**config.mk**
```make
export PLATFORM = sky130hd
export DESIGN_NAME = rtcbr_core
export DESIGN_NICKNAME = d
export VERILOG_FILES = /design/src/common/rtcbr_pkg.sv /design/src/logic/rtcbr_core.sv
export SDC_FILE = /design/constraint.sdc
export NUM_CORES = 1
export LEC_CHECK = 0
export BUFFER_PORTS_ARGS = -buffer_cell sky130_fd_sc_hd__buf_2
export CORE_MARGIN = 4
export CORE_UTILIZATION = 45
export CTS_BUF_LIST = sky130_fd_sc_hd__clkbuf_8
export DETAILED_ROUTE_END_ITERATION = 12
export GPL_TIMING_DRIVEN = 0
export PLACE_DENSITY_LB_ADDON = 0.05
export SLEW_MARGIN = 20
export SYNTH_ARGS = -nofsm -noshare
export SYNTH_HDL_FRONTEND = slang
export SYNTH_SLANG_ARGS = --single-unit
```
**constraint.sdc**
```tcl
create_clock -name ref_clk_i -period 4.7 [get_ports ref_clk_i]
set_input_delay 0.47 -clock ref_clk_i [delete_from_list [all_inputs] [get_ports ref_clk_i]]
set_output_delay 0.47 -clock ref_clk_i [all_outputs]
set_load 0.05 [all_outputs]
```
**src/common/rtcbr_pkg.sv**
```systemverilog
package rtcbr_pkg;
    // Register byte offsets (printed offsets, not all multiples of four,
    // so each is an index and the AXI byte address is four times it).
    localparam logic [18:0] RTCBR_IDX_FLAGS = 19'h7FFF0;
    localparam logic [18:0] RTCBR_IDX_AMONTH = 19'h7FFF6;
    localparam logic [18:0] RTCBR_IDX_WDOG = 19'h7FFF7;
    localparam logic [18:0] RTCBR_IDX_CTRL = 19'h7FFF8;
    localparam logic [18:0] RTCBR_IDX_SECS = 19'h7FFF9;
    localparam logic [18:0] RTCBR_IDX_WDAY = 19'h7FFFC;
    localparam logic [18:0] RTCBR_IDX_ALMREP = 19'h7FFF2;
    localparam logic [18:0] RTCBR_IDX_MISC = 19'h00001;
    localparam int RTCBR_ADDR_W = 21;

    // Field positions.
    localparam int RTCBR_BIT_HALT = 7;
    localparam int RTCBR_BIT_FTEST = 6;
    localparam int RTCBR_BIT_AFE = 7;
    localparam int RTCBR_BIT_ABE = 5;
    localparam int RTCBR_BIT_WDS = 7;
    localparam int RTCBR_BIT_BLOW = 4;
    localparam int RTCBR_BIT_AHIT = 6;
    localparam int RTCBR_BIT_WDF = 7;
    localparam int RTCBR_BIT_SIGN = 5;

    // Reset values.
    localparam logic [7:0] RTCBR_RST_BYTE = 8'h00;
    localparam logic [3:0] RTCBR_RST_REP = 4'h0;

    // Fixed-zero masks for writable bytes.
    localparam logic [7:0] RTCBR_MASK_AMONTH = 8'hBF;
    localparam logic [7:0] RTCBR_MASK_WDAY = 8'h47;

    // Alarm repeat encodings (top bit first).
    localparam logic [3:0] RTCBR_REP_SEC = 4'hF;
    localparam logic [3:0] RTCBR_REP_MIN = 4'hE;
    localparam logic [3:0] RTCBR_REP_HOUR = 4'hC;
    localparam logic [3:0] RTCBR_REP_DAY = 4'h8;

    // Timing.
    localparam longint RTCBR_CLK_HZ = 250000000;
    localparam longint RTCBR_FT_HZ = 512;
    localparam longint RTCBR_RLOW_MIN_MS = 20;
    localparam longint RTCBR_RLOW_MAX_MS = 100;
    localparam longint RTCBR_RHIZ_MIN_MS = 40;
    localparam longint RTCBR_RHIZ_MAX_MS = 200;
    localparam longint RTCBR_BATT_HOURS = 24;
    localparam longint RTCBR_FT_HALF_CYC = RTCBR_CLK_HZ / (2 * RTCBR_FT_HZ);
    // Midpoints inside the allowed windows.
    localparam longint RTCBR_RLOW_CYC =
        RTCBR_CLK_HZ / 1000 * (RTCBR_RLOW_MIN_MS + RTCBR_RLOW_MAX_MS) / 2;
    localparam longint RTCBR_RHIZ_CYC =
        RTCBR_CLK_HZ / 1000 * (RTCBR_RHIZ_MIN_MS + RTCBR_RHIZ_MAX_MS) / 2;
    localparam longint RTCBR_BATT_CYC =
        RTCBR_CLK_HZ * 3600 * RTCBR_BATT_HOURS;

    // Alarm rate decode.
    typedef enum logic [2:0] {
        RTCBR_RATE_NONE, RTCBR_RATE_SEC, RTCBR_RATE_MIN,
        RTCBR_RATE_HOUR, RTCBR_RATE_DAY
    } rtcbr_rate_t;

    // Reset output sequencer.
    typedef enum logic [1:0] {
        RTCBR_RS_IDLE, RTCBR_RS_WAIT_LOW, RTCBR_RS_HELD, RTCBR_RS_RELEASE
    } rtcbr_rst_t;

    // Open-drain pin drive.
    typedef struct packed {
        logic pull_n;
    } rtcbr_od_t;
endpackage

```
**src/logic/rtcbr_core.sv**
```systemverilog
// Design decision made here: the AXI4-Lite register port.
`timescale 1ns/10ps
module rtcbr_core
    import rtcbr_pkg::*;
#(
    parameter longint RLOW_CYC = RTCBR_RLOW_CYC,
    parameter longint RHIZ_CYC = RTCBR_RHIZ_CYC,
    parameter longint BATT_CYC = RTCBR_BATT_CYC,
    parameter longint FT_HALF = RTCBR_FT_HALF_CYC
) (
    input wire logic ref_clk_i,
    input wire logic srst_i,
    input wire logic [RTCBR_ADDR_W-1:0] s_axi_awaddr_i,
    input wire logic s_axi_awvalid_i,
    output logic s_axi_awready_o,
    input wire logic [31:0] s_axi_wdata_i,
    input wire logic [3:0] s_axi_wstrb_i,
    input wire logic s_axi_wvalid_i,
    output logic s_axi_wready_o,
    output logic [1:0] s_axi_bresp_o,
    output logic s_axi_bvalid_o,
    input wire logic s_axi_bready_i,
    input wire logic [RTCBR_ADDR_W-1:0] s_axi_araddr_i,
    input wire logic s_axi_arvalid_i,
    output logic s_axi_arready_o,
    output logic [31:0] s_axi_rdata_o,
    output logic [1:0] s_axi_rresp_o,
    output logic s_axi_rvalid_o,
    input wire logic s_axi_rready_i,
    input wire logic external_reset_in_n_i,
    input wire logic main_power_ok_i,
    input wire logic battery_below_min_i,
    input wire logic alarm_match_i,
    input wire logic watchdog_timeout_i,
    output logic interrupt_test_out_n_o,
    output logic reset_out_n_o,
    output logic [2:0] alarm_rate_o,
    output logic [5:0] cal_signed_o
);
    localparam longint MAX_CNT = BATT_CYC;

    // Check the timing parameters once at elaboration.
    if (RLOW_CYC < 1 || RHIZ_CYC < 1 || FT_HALF < 1 || BATT_CYC < 1 ||
        BATT_CYC >= 64'h0000_FFFF_FFFF_FFFF) begin : g_bad_timing
        $error("rtcbr_core: timing parameter out of range");
    end

    // Register state.
    logic [7:0] flags_r, amonth_r, wdog_r, ctrl_r, secs_r, wday_r;
    logic [3:0] rep_r;
    logic ft_pin_r, ft_tgl_r;
    logic [47:0] ft_cnt_r, batt_cnt_r, rst_cnt_r;
    logic pwr_s1_r, pwr_s2_r, pwr_d_r;
    logic bl_s1_r, bl_s2_r, rin_s1_r, rin_s2_r;
    logic irq_pull_r, rst_pull_r;
    rtcbr_rst_t rst_st_r;
    logic aw_hold_r, w_hold_r;
    logic [RTCBR_ADDR_W-1:0] aw_addr_r;
    logic [31:0] w_data_r;
    logic [3:0] w_strb_r;

    // Byte address to register index.
    function automatic logic [18:0] idx_of(input logic [RTCBR_ADDR_W-1:0] a);
        idx_of = a[RTCBR_ADDR_W-1:2];
    endfunction

    // Write path: either channel may arrive first; both are held until used.
    wire aw_take = s_axi_awvalid_i && s_axi_awready_o;
    wire w_take = s_axi_wvalid_i && s_axi_wready_o;
    wire aw_have = aw_hold_r || aw_take;
    wire w_have = w_hold_r || w_take;
    wire [RTCBR_ADDR_W-1:0] wa = aw_hold_r ? aw_addr_r : s_axi_awaddr_i;
    wire [31:0] wd = w_hold_r ? w_data_r : s_axi_wdata_i;
    wire [3:0] ws = w_hold_r ? w_strb_r : s_axi_wstrb_i;
    wire wr_go = aw_have && w_have && !s_axi_bvalid_o;
    wire [18:0] widx = idx_of(wa);
    wire wr_en = wr_go && ws[0];
    wire wr_hit = widx == RTCBR_IDX_AMONTH || widx == RTCBR_IDX_WDOG ||
        widx == RTCBR_IDX_CTRL || widx == RTCBR_IDX_SECS ||
        widx == RTCBR_IDX_WDAY || widx == RTCBR_IDX_ALMREP ||
        widx == RTCBR_IDX_FLAGS || widx == RTCBR_IDX_MISC;

    // Read path decode.
    wire rd_go = s_axi_arvalid_i && s_axi_arready_o;
    wire [18:0] ridx = idx_of(s_axi_araddr_i);
    wire flags_rd = rd_go && ridx == RTCBR_IDX_FLAGS;
    logic [31:0] rd_mux;
    logic rd_hit;
    always_comb begin
        rd_hit = 1'b1;
        case (ridx)
            RTCBR_IDX_FLAGS: rd_mux = {24'h000000, flags_r};
            RTCBR_IDX_AMONTH: rd_mux = {24'h000000, amonth_r};
            RTCBR_IDX_WDOG: rd_mux = {24'h000000, wdog_r};
            RTCBR_IDX_CTRL: rd_mux = {24'h000000, ctrl_r};
            RTCBR_IDX_SECS: rd_mux = {24'h000000, secs_r};
            RTCBR_IDX_WDAY: rd_mux = {24'h000000, wday_r};
            RTCBR_IDX_ALMREP: rd_mux = {28'h0000000, rep_r};
            RTCBR_IDX_MISC: rd_mux = {29'h00000000, alarm_rate_o};
            default: begin
                rd_mux = 32'h00000000;
                rd_hit = 1'b0;
            end
        endcase
    end

    // Pin inputs pass two flip-flops.
    always_ff @(posedge ref_clk_i) begin
        pwr_s1_r <= main_power_ok_i;
        pwr_s2_r <= pwr_s1_r;
        bl_s1_r <= battery_below_min_i;
        bl_s2_r <= bl_s1_r;
        rin_s1_r <= external_reset_in_n_i;
        rin_s2_r <= rin_s1_r;
    end

    // Power-up edge and battery check schedule.
    wire pwr_rise = pwr_s2_r && !pwr_d_r;
    wire batt_due = pwr_rise || (pwr_s2_r && batt_cnt_r == 48'(BATT_CYC - 1));
    wire batt_chk = batt_due && pwr_s2_r;

    // Alarm rate decode from repeat bits, top bit first.
    rtcbr_rate_t rate;
    assign rate = rep_r == RTCBR_REP_SEC ? RTCBR_RATE_SEC :
        rep_r == RTCBR_REP_MIN ? RTCBR_RATE_MIN :
        rep_r == RTCBR_REP_HOUR ? RTCBR_RATE_HOUR :
        rep_r == RTCBR_REP_DAY ? RTCBR_RATE_DAY : RTCBR_RATE_NONE;

    // Test output gating; calibration bits take no part in it.
    wire wd_ok = wdog_r[RTCBR_BIT_WDS] || wdog_r == RTCBR_RST_BYTE;
    wire ft_on = !secs_r[RTCBR_BIT_HALT] && wday_r[RTCBR_BIT_FTEST] &&
        !amonth_r[RTCBR_BIT_AFE] && wd_ok;
    wire alarm_pull = amonth_r[RTCBR_BIT_AFE] && flags_r[RTCBR_BIT_AHIT];
    wire wd_pull = !wdog_r[RTCBR_BIT_WDS] && flags_r[RTCBR_BIT_WDF];

    // Bus handshake registers.
    always_ff @(posedge ref_clk_i) begin
        if (srst_i) begin
            aw_hold_r <= 1'b0;
            w_hold_r <= 1'b0;
            aw_addr_r <= '0;
            w_data_r <= 32'h00000000;
            w_strb_r <= 4'h0;
            s_axi_bvalid_o <= 1'b0;
            s_axi_bresp_o <= 2'h0;
            s_axi_rvalid_o <= 1'b0;
            s_axi_rresp_o <= 2'h0;
            s_axi_rdata_o <= 32'h00000000;
        end else begin
            aw_hold_r <= aw_have && !wr_go;
            w_hold_r <= w_have && !wr_go;
            if (aw_take) begin
                aw_addr_r <= s_axi_awaddr_i;
            end
            if (w_take) begin
                w_data_r <= s_axi_wdata_i;
                w_strb_r <= s_axi_wstrb_i;
            end
            if (wr_go) begin
                s_axi_bvalid_o <= 1'b1;
                s_axi_bresp_o <= wr_hit ? 2'h0 : 2'h2;
            end else if (s_axi_bready_i) begin
                s_axi_bvalid_o <= 1'b0;
            end
            if (rd_go) begin
                s_axi_rvalid_o <= 1'b1;
                s_axi_rdata_o <= rd_mux;
                s_axi_rresp_o <= rd_hit ? 2'h0 : 2'h2;
            end else if (s_axi_rready_i) begin
                s_axi_rvalid_o <= 1'b0;
            end
        end
    end

    // Ready flags stand while the channel is free.
    assign s_axi_awready_o = !aw_hold_r && !s_axi_bvalid_o;
    assign s_axi_wready_o = !w_hold_r && !s_axi_bvalid_o;
    assign s_axi_arready_o = !s_axi_rvalid_o;

    // Register file; reset stands for application of power.
    always_ff @(posedge ref_clk_i) begin
        if (srst_i) begin
            wdog_r <= RTCBR_RST_BYTE;
            amonth_r <= RTCBR_RST_BYTE;
            ctrl_r <= RTCBR_RST_BYTE;
            wday_r <= RTCBR_RST_BYTE;
            secs_r <= RTCBR_RST_BYTE;
            rep_r <= RTCBR_RST_REP;
            flags_r <= RTCBR_RST_BYTE;
            pwr_d_r <= 1'b0;
            batt_cnt_r <= 48'h000000000000;
        end else begin
            pwr_d_r <= pwr_s2_r;
            batt_cnt_r <= (batt_due || !pwr_s2_r) ? 48'h000000000000 :
                batt_cnt_r + 48'h000000000001;
            if (wr_en && widx == RTCBR_IDX_WDOG) begin
                wdog_r <= wd[7:0];
            end
            if (wr_en && widx == RTCBR_IDX_AMONTH) begin
                amonth_r <= wd[7:0] & RTCBR_MASK_AMONTH;
            end
            if (wr_en && widx == RTCBR_IDX_CTRL) begin
                ctrl_r <= wd[7:0];
            end
            if (wr_en && widx == RTCBR_IDX_SECS) begin
                secs_r <= wd[7:0];
            end
            if (wr_en && widx == RTCBR_IDX_WDAY) begin
                wday_r <= wd[7:0] & RTCBR_MASK_WDAY;
            end
            if (wr_en && widx == RTCBR_IDX_ALMREP) begin
                rep_r <= wd[3:0];
            end
            // Event flags: set wins over the read-clear.
            flags_r[3:0] <= 4'h0;
            flags_r[RTCBR_BIT_SIGN] <= 1'b0;
            flags_r[RTCBR_BIT_WDF] <= watchdog_timeout_i ||
                (flags_r[RTCBR_BIT_WDF] && !flags_rd);
            flags_r[RTCBR_BIT_AHIT] <= alarm_match_i ||
                (flags_r[RTCBR_BIT_AHIT] && !flags_rd);
            if (batt_chk) begin
                flags_r[RTCBR_BIT_BLOW] <= bl_s2_r;
            end
        end
    end

    // 512 Hz divider runs from the undivided clock, ahead of calibration.
    always_ff @(posedge ref_clk_i) begin
        if (srst_i) begin
            ft_cnt_r <= 48'h000000000000;
            ft_tgl_r <= 1'b0;
            irq_pull_r <= 1'b0;
        end else begin
            if (!ft_on || ft_cnt_r == 48'(FT_HALF - 1)) begin
                ft_cnt_r <= 48'h000000000000;
            end else begin
                ft_cnt_r <= ft_cnt_r + 48'h000000000001;
            end
            if (!ft_on) begin
                ft_tgl_r <= 1'b0;
            end else if (ft_cnt_r == 48'(FT_HALF - 1)) begin
                ft_tgl_r <= !ft_tgl_r;
            end
            irq_pull_r <= (alarm_pull || wd_pull) ? 1'b1 :
                (ft_on && ft_tgl_r);
        end
    end

    // Reset output sequencer.
    always_ff @(posedge ref_clk_i) begin
        if (srst_i) begin
            rst_st_r <= RTCBR_RS_IDLE;
            rst_cnt_r <= 48'h000000000000;
            rst_pull_r <= 1'b0;
        end else begin
            case (rst_st_r)
                RTCBR_RS_IDLE: begin
                    rst_cnt_r <= 48'h000000000000;
                    if (!rin_s2_r) begin
                        rst_st_r <= RTCBR_RS_WAIT_LOW;
                    end
                end
                RTCBR_RS_WAIT_LOW: begin
                    rst_cnt_r <= rst_cnt_r + 48'h000000000001;
                    if (rin_s2_r) begin
                        rst_st_r <= RTCBR_RS_IDLE;
                    end else if (rst_cnt_r == 48'(RLOW_CYC - 1)) begin
                        rst_st_r <= RTCBR_RS_HELD;
                        rst_pull_r <= 1'b1;
                    end
                end
                RTCBR_RS_HELD: begin
                    rst_cnt_r <= 48'h000000000000;
                    if (rin_s2_r) begin
                        rst_st_r <= RTCBR_RS_RELEASE;
                    end
                end
                RTCBR_RS_RELEASE: begin
                    rst_cnt_r <= rst_cnt_r + 48'h000000000001;
                    if (!rin_s2_r) begin
                        rst_st_r <= RTCBR_RS_HELD;
                    end else if (rst_cnt_r == 48'(RHIZ_CYC - 1)) begin
                        rst_st_r <= RTCBR_RS_IDLE;
                        rst_pull_r <= 1'b0;
                    end
                end
                default: begin
                    rst_st_r <= RTCBR_RS_IDLE;
                end
            endcase
        end
    end

    // Registered outputs.
    always_ff @(posedge ref_clk_i) begin
        if (srst_i) begin
            interrupt_test_out_n_o <= 1'b1;
            reset_out_n_o <= 1'b1;
            alarm_rate_o <= 3'h0;
            cal_signed_o <= 6'h00;
        end else begin
            interrupt_test_out_n_o <= !irq_pull_r;
            reset_out_n_o <= !rst_pull_r;
            alarm_rate_o <= rate;
            cal_signed_o <= ctrl_r[5:0];
        end
    end
endmodule

```
==> impl_metrics.tcl <==
set metrics [dict create \
    die_y_um 169 \
    drc 0 \
    gp_congestion 0.827 \
    combPwrFrac_pct 7.1 \
    synth-simple-area-share_pct 30.6 \
    core-area_um2 25300 \
    p_leak_nw 4.71 \
    syn-cell-area_um2 11600 \
    synth_compound_area_share_pct 8.81 \
    cts_max_level 2 \
    worst_pin_slew_ns 0.872 \
    synth_top_family_by_area "simple AND/OR/NAND/NOR gates" \
    layout_common_cells "dfxtp_1 (251), nor2_1 (164), nand2_1 (140), buf_2 (87), nand4_1 (75)" \
    rows 58 \
    synth_top_area_cell "dfxtp_1" \
    grt_max_degree 13 \
    synth-xor-area-share_pct 8.37 \
    clkPwrFrac_pct 45.0 \
    vias_per_cell 5.41 \
    fin_hold_ws_ns 0.102 \
    postCtsSetupBuffers 0 \
    fmax_mhz 369 \
    async_flop_share_pct 0 \
    dp_slack_ns 1.98 \
    synth_fa_ha_area_share_pct 0.323 \
    cts_tree "yes" \
    synth_edf_count 0 \
    gr-total-overflow 0 \
    portBuffers 82 \
    cap_violations 0 \
    final_common_cell "dfxtp_1" \
    drt_wl_total_mm 30.2 \
    p_int_mw 3.40 \
    critPathRequiredTime_ns 5.18 \
    cp-end-kind "register" \
    synthTopCellsByArea "dfxtp_1 (43%), nor2_1 (5.3%), xor2_1 (4.8%)" \
    area_growth_syn_to_layout_pct 16.0 \
    pwr-share-seq_pct 48.0 \
    ios 142 \
    syn_avg_cell_area_um2 8.45 \
    period_needed_ns 2.71 \
    min_period_over_period_pct 57.7 \
    start_util_pct 46.0 \
    yosys-mux-area-fraction_pct 4.08 \
    cts.sinks 251 \
    power_density_nw_per_um2 339 \
    crit_type "reg -> reg" \
    ys_seq_area_share_pct 43.3 \
    syn_inst 1374 \
    yosys_warnings 0 \
    ys_ff_latch 251 \
    rsz0062_at_grt "no" \
    ys_types 58 \
    drt_iter0_drc 682 \
    clk_latency_ns 0.55 \
    worst_ir_drop_vdd_uv 366 \
    dr.pass1.iters 5 \
    wl_per_cell_um 15.9 \
    net-switching-power_mw 1.16 \
    grt.total_usage_pct 21.1 \
    p_total_mw 4.56 \
    setup_tns_ns 0 \
    p_sw_share_pct 25.5 \
    worstHoldPathType "in -> reg" \
    clk_pin_slew_ns 0.06 \
    cp_max_fo 10 \
    worst-r2r-cell-count 7 \
    cp-start-kind "register" \
    critical_path_arrival_ns 3.19 \
    numCtsBuffers 45 \
    hold_depth 2 \
    drive_above_1_share_pct 13.3 \
    clockBufferDepth 3 \
    drv_slew 0 \
    grt_pass1_wl_mm 50.2 \
    num_vias 10300 \
    hold_violations 0 \
    utilization_pct 53.3 \
    antenna_found_initial 2 \
    cts-root-buf "clkbuf_8" \
    fin_skew_ns 0.0106 \
    fillerInstances 2481 \
    die-area_um2 28400 \
    layout_setup_ws_ns 1.99 \
    nets 1624 \
    finalSetupViolCount 0 \
    synth_flop_cell "dfxtp_1" \
    hpwl_mm 22.0 \
    grt_pass1_vias 9743 \
    die_x_um 169 \
    antenna_cells 0 \
    status "finished clean" \
    synth_top_area_share_pct 43.3 \
    relSlewSlack_pct 41.4 \
    ant_nets 0 \
]
## kinds of logic (layout without fill, tap and decap cells)
group / Yosys count / count (layout)
simple gates: 683 / 683
flops: 251 / 251
compound gates: 168 / 168
buf+inv: 112 / 278
xor+xnor: 111 / 111
mux: 45 / 45
fa+ha+maj: 3 / 3
other cells: 1 / 26
## registers in the layout, summed over array words and instances, names as in the netlist, 3 cells and up, named ones only
signal         count
rep_r              4
s_axi_rdata_o      8
amonth_r           7
cal_signed_o       6
ft_cnt_r          48
wday_r             4
secs_r             8
wdog_r             8
rst_cnt_r         48
ctrl_r             8
aw_addr_r         19
flags_r            3
w_data_r           8
batt_cnt_r        48
alarm_rate_o       3
## area by class of cell
type	instances	area, um2	area share, %
Multi-Input combinational cell	1036	6150	45.7
Clock inverter	28	180	1.34
Clock buffer	53	729	5.42
Inverter	26	97.6	0.725
Timing Repair Buffer	85	440	3.27
Tap cell	330	413	3.07
Sequential cell	251	5020	37.3
Buffer	86	428	3.18
## worst max-delay path: stages, from the launching register on
cell and delay (ns):
dfxtp_1 0.36, ha_1 0.27, nand2_1 0.14, nor3_1 0.74, nand3_1 0.35, clkbuf_1 0.28
or3_1 0.35, a21oi_1 0.16
## worst paths after layout
kind,start,end,slack [ns]
setup / recovery,ft_cnt_r[0]$_SDFF_PP0_,ft_cnt_r[36]$_SDFF_PP0_,1.99
hold / removal,s_axi_rready_i,s_axi_rvalid_o$_SDFFE_PP0P_,0.10
setup reg to reg,ft_cnt_r[0]$_SDFF_PP0_,ft_cnt_r[36]$_SDFF_PP0_,1.99
hold reg to reg,bl_s1_r$_DFF_P_,bl_s2_r$_DFF_P_,0.33
## cell usage after synthesis (17+ instances only)
master and n:
dfxtp_1 251, nor2_1 164, nand2_1 140, nand4_1 75
nand3_1 69, a21oi_1 65, xor2_1 64, nor4_1 54
clkbuf_1 48, xnor2_1 47, o21ai_0 44, nor3_1 34
buf_4 26, inv_1 26, mux2i_1 26, and3_1 21
or3_1 21, and4_1 19, mux2_2 19, or4_1 17
## per-layer routing
metal	wire [um]	vias to the layer above	global-route usage, %
met5	27	-	0
met1	14600	4760	30.4
met2	13400	227	33.1
li1	-	5221	-
met3	1720	40	3.85
met4	440	4	4.73
## power by group through the flow
stage / logic [mW] / registers [mW] / clock network (mW)
after floorplan: 0.207 / 2.24 / 0
after global placement: 0.318 / 2.23 / 0
after detailed placement: 0.319 / 2.23 / 0
after CTS: 0.322 / 2.19 / 2.11
after global routing: 0.352 / 2.19 / 2.21
final: 0.322 / 2.19 / 2.05
## stage by stage
| step | area, um2 | std cells |
|---|---|---|
| floorplan | 11700 | 1399 |
| global placement | 12500 | 1811 |
| detailed placement | 12500 | 1811 |
| CTS | 13500 | 1895 |
| global route | 13500 | 1895 |
| finish | 13500 | 1895 |
## timing repair
item	CTS	global route
hold endpoints to repair	3	0
hold buffers	3	0
resized for setup	0	0
Note: power is estimated with default switching activity, not from simulation.
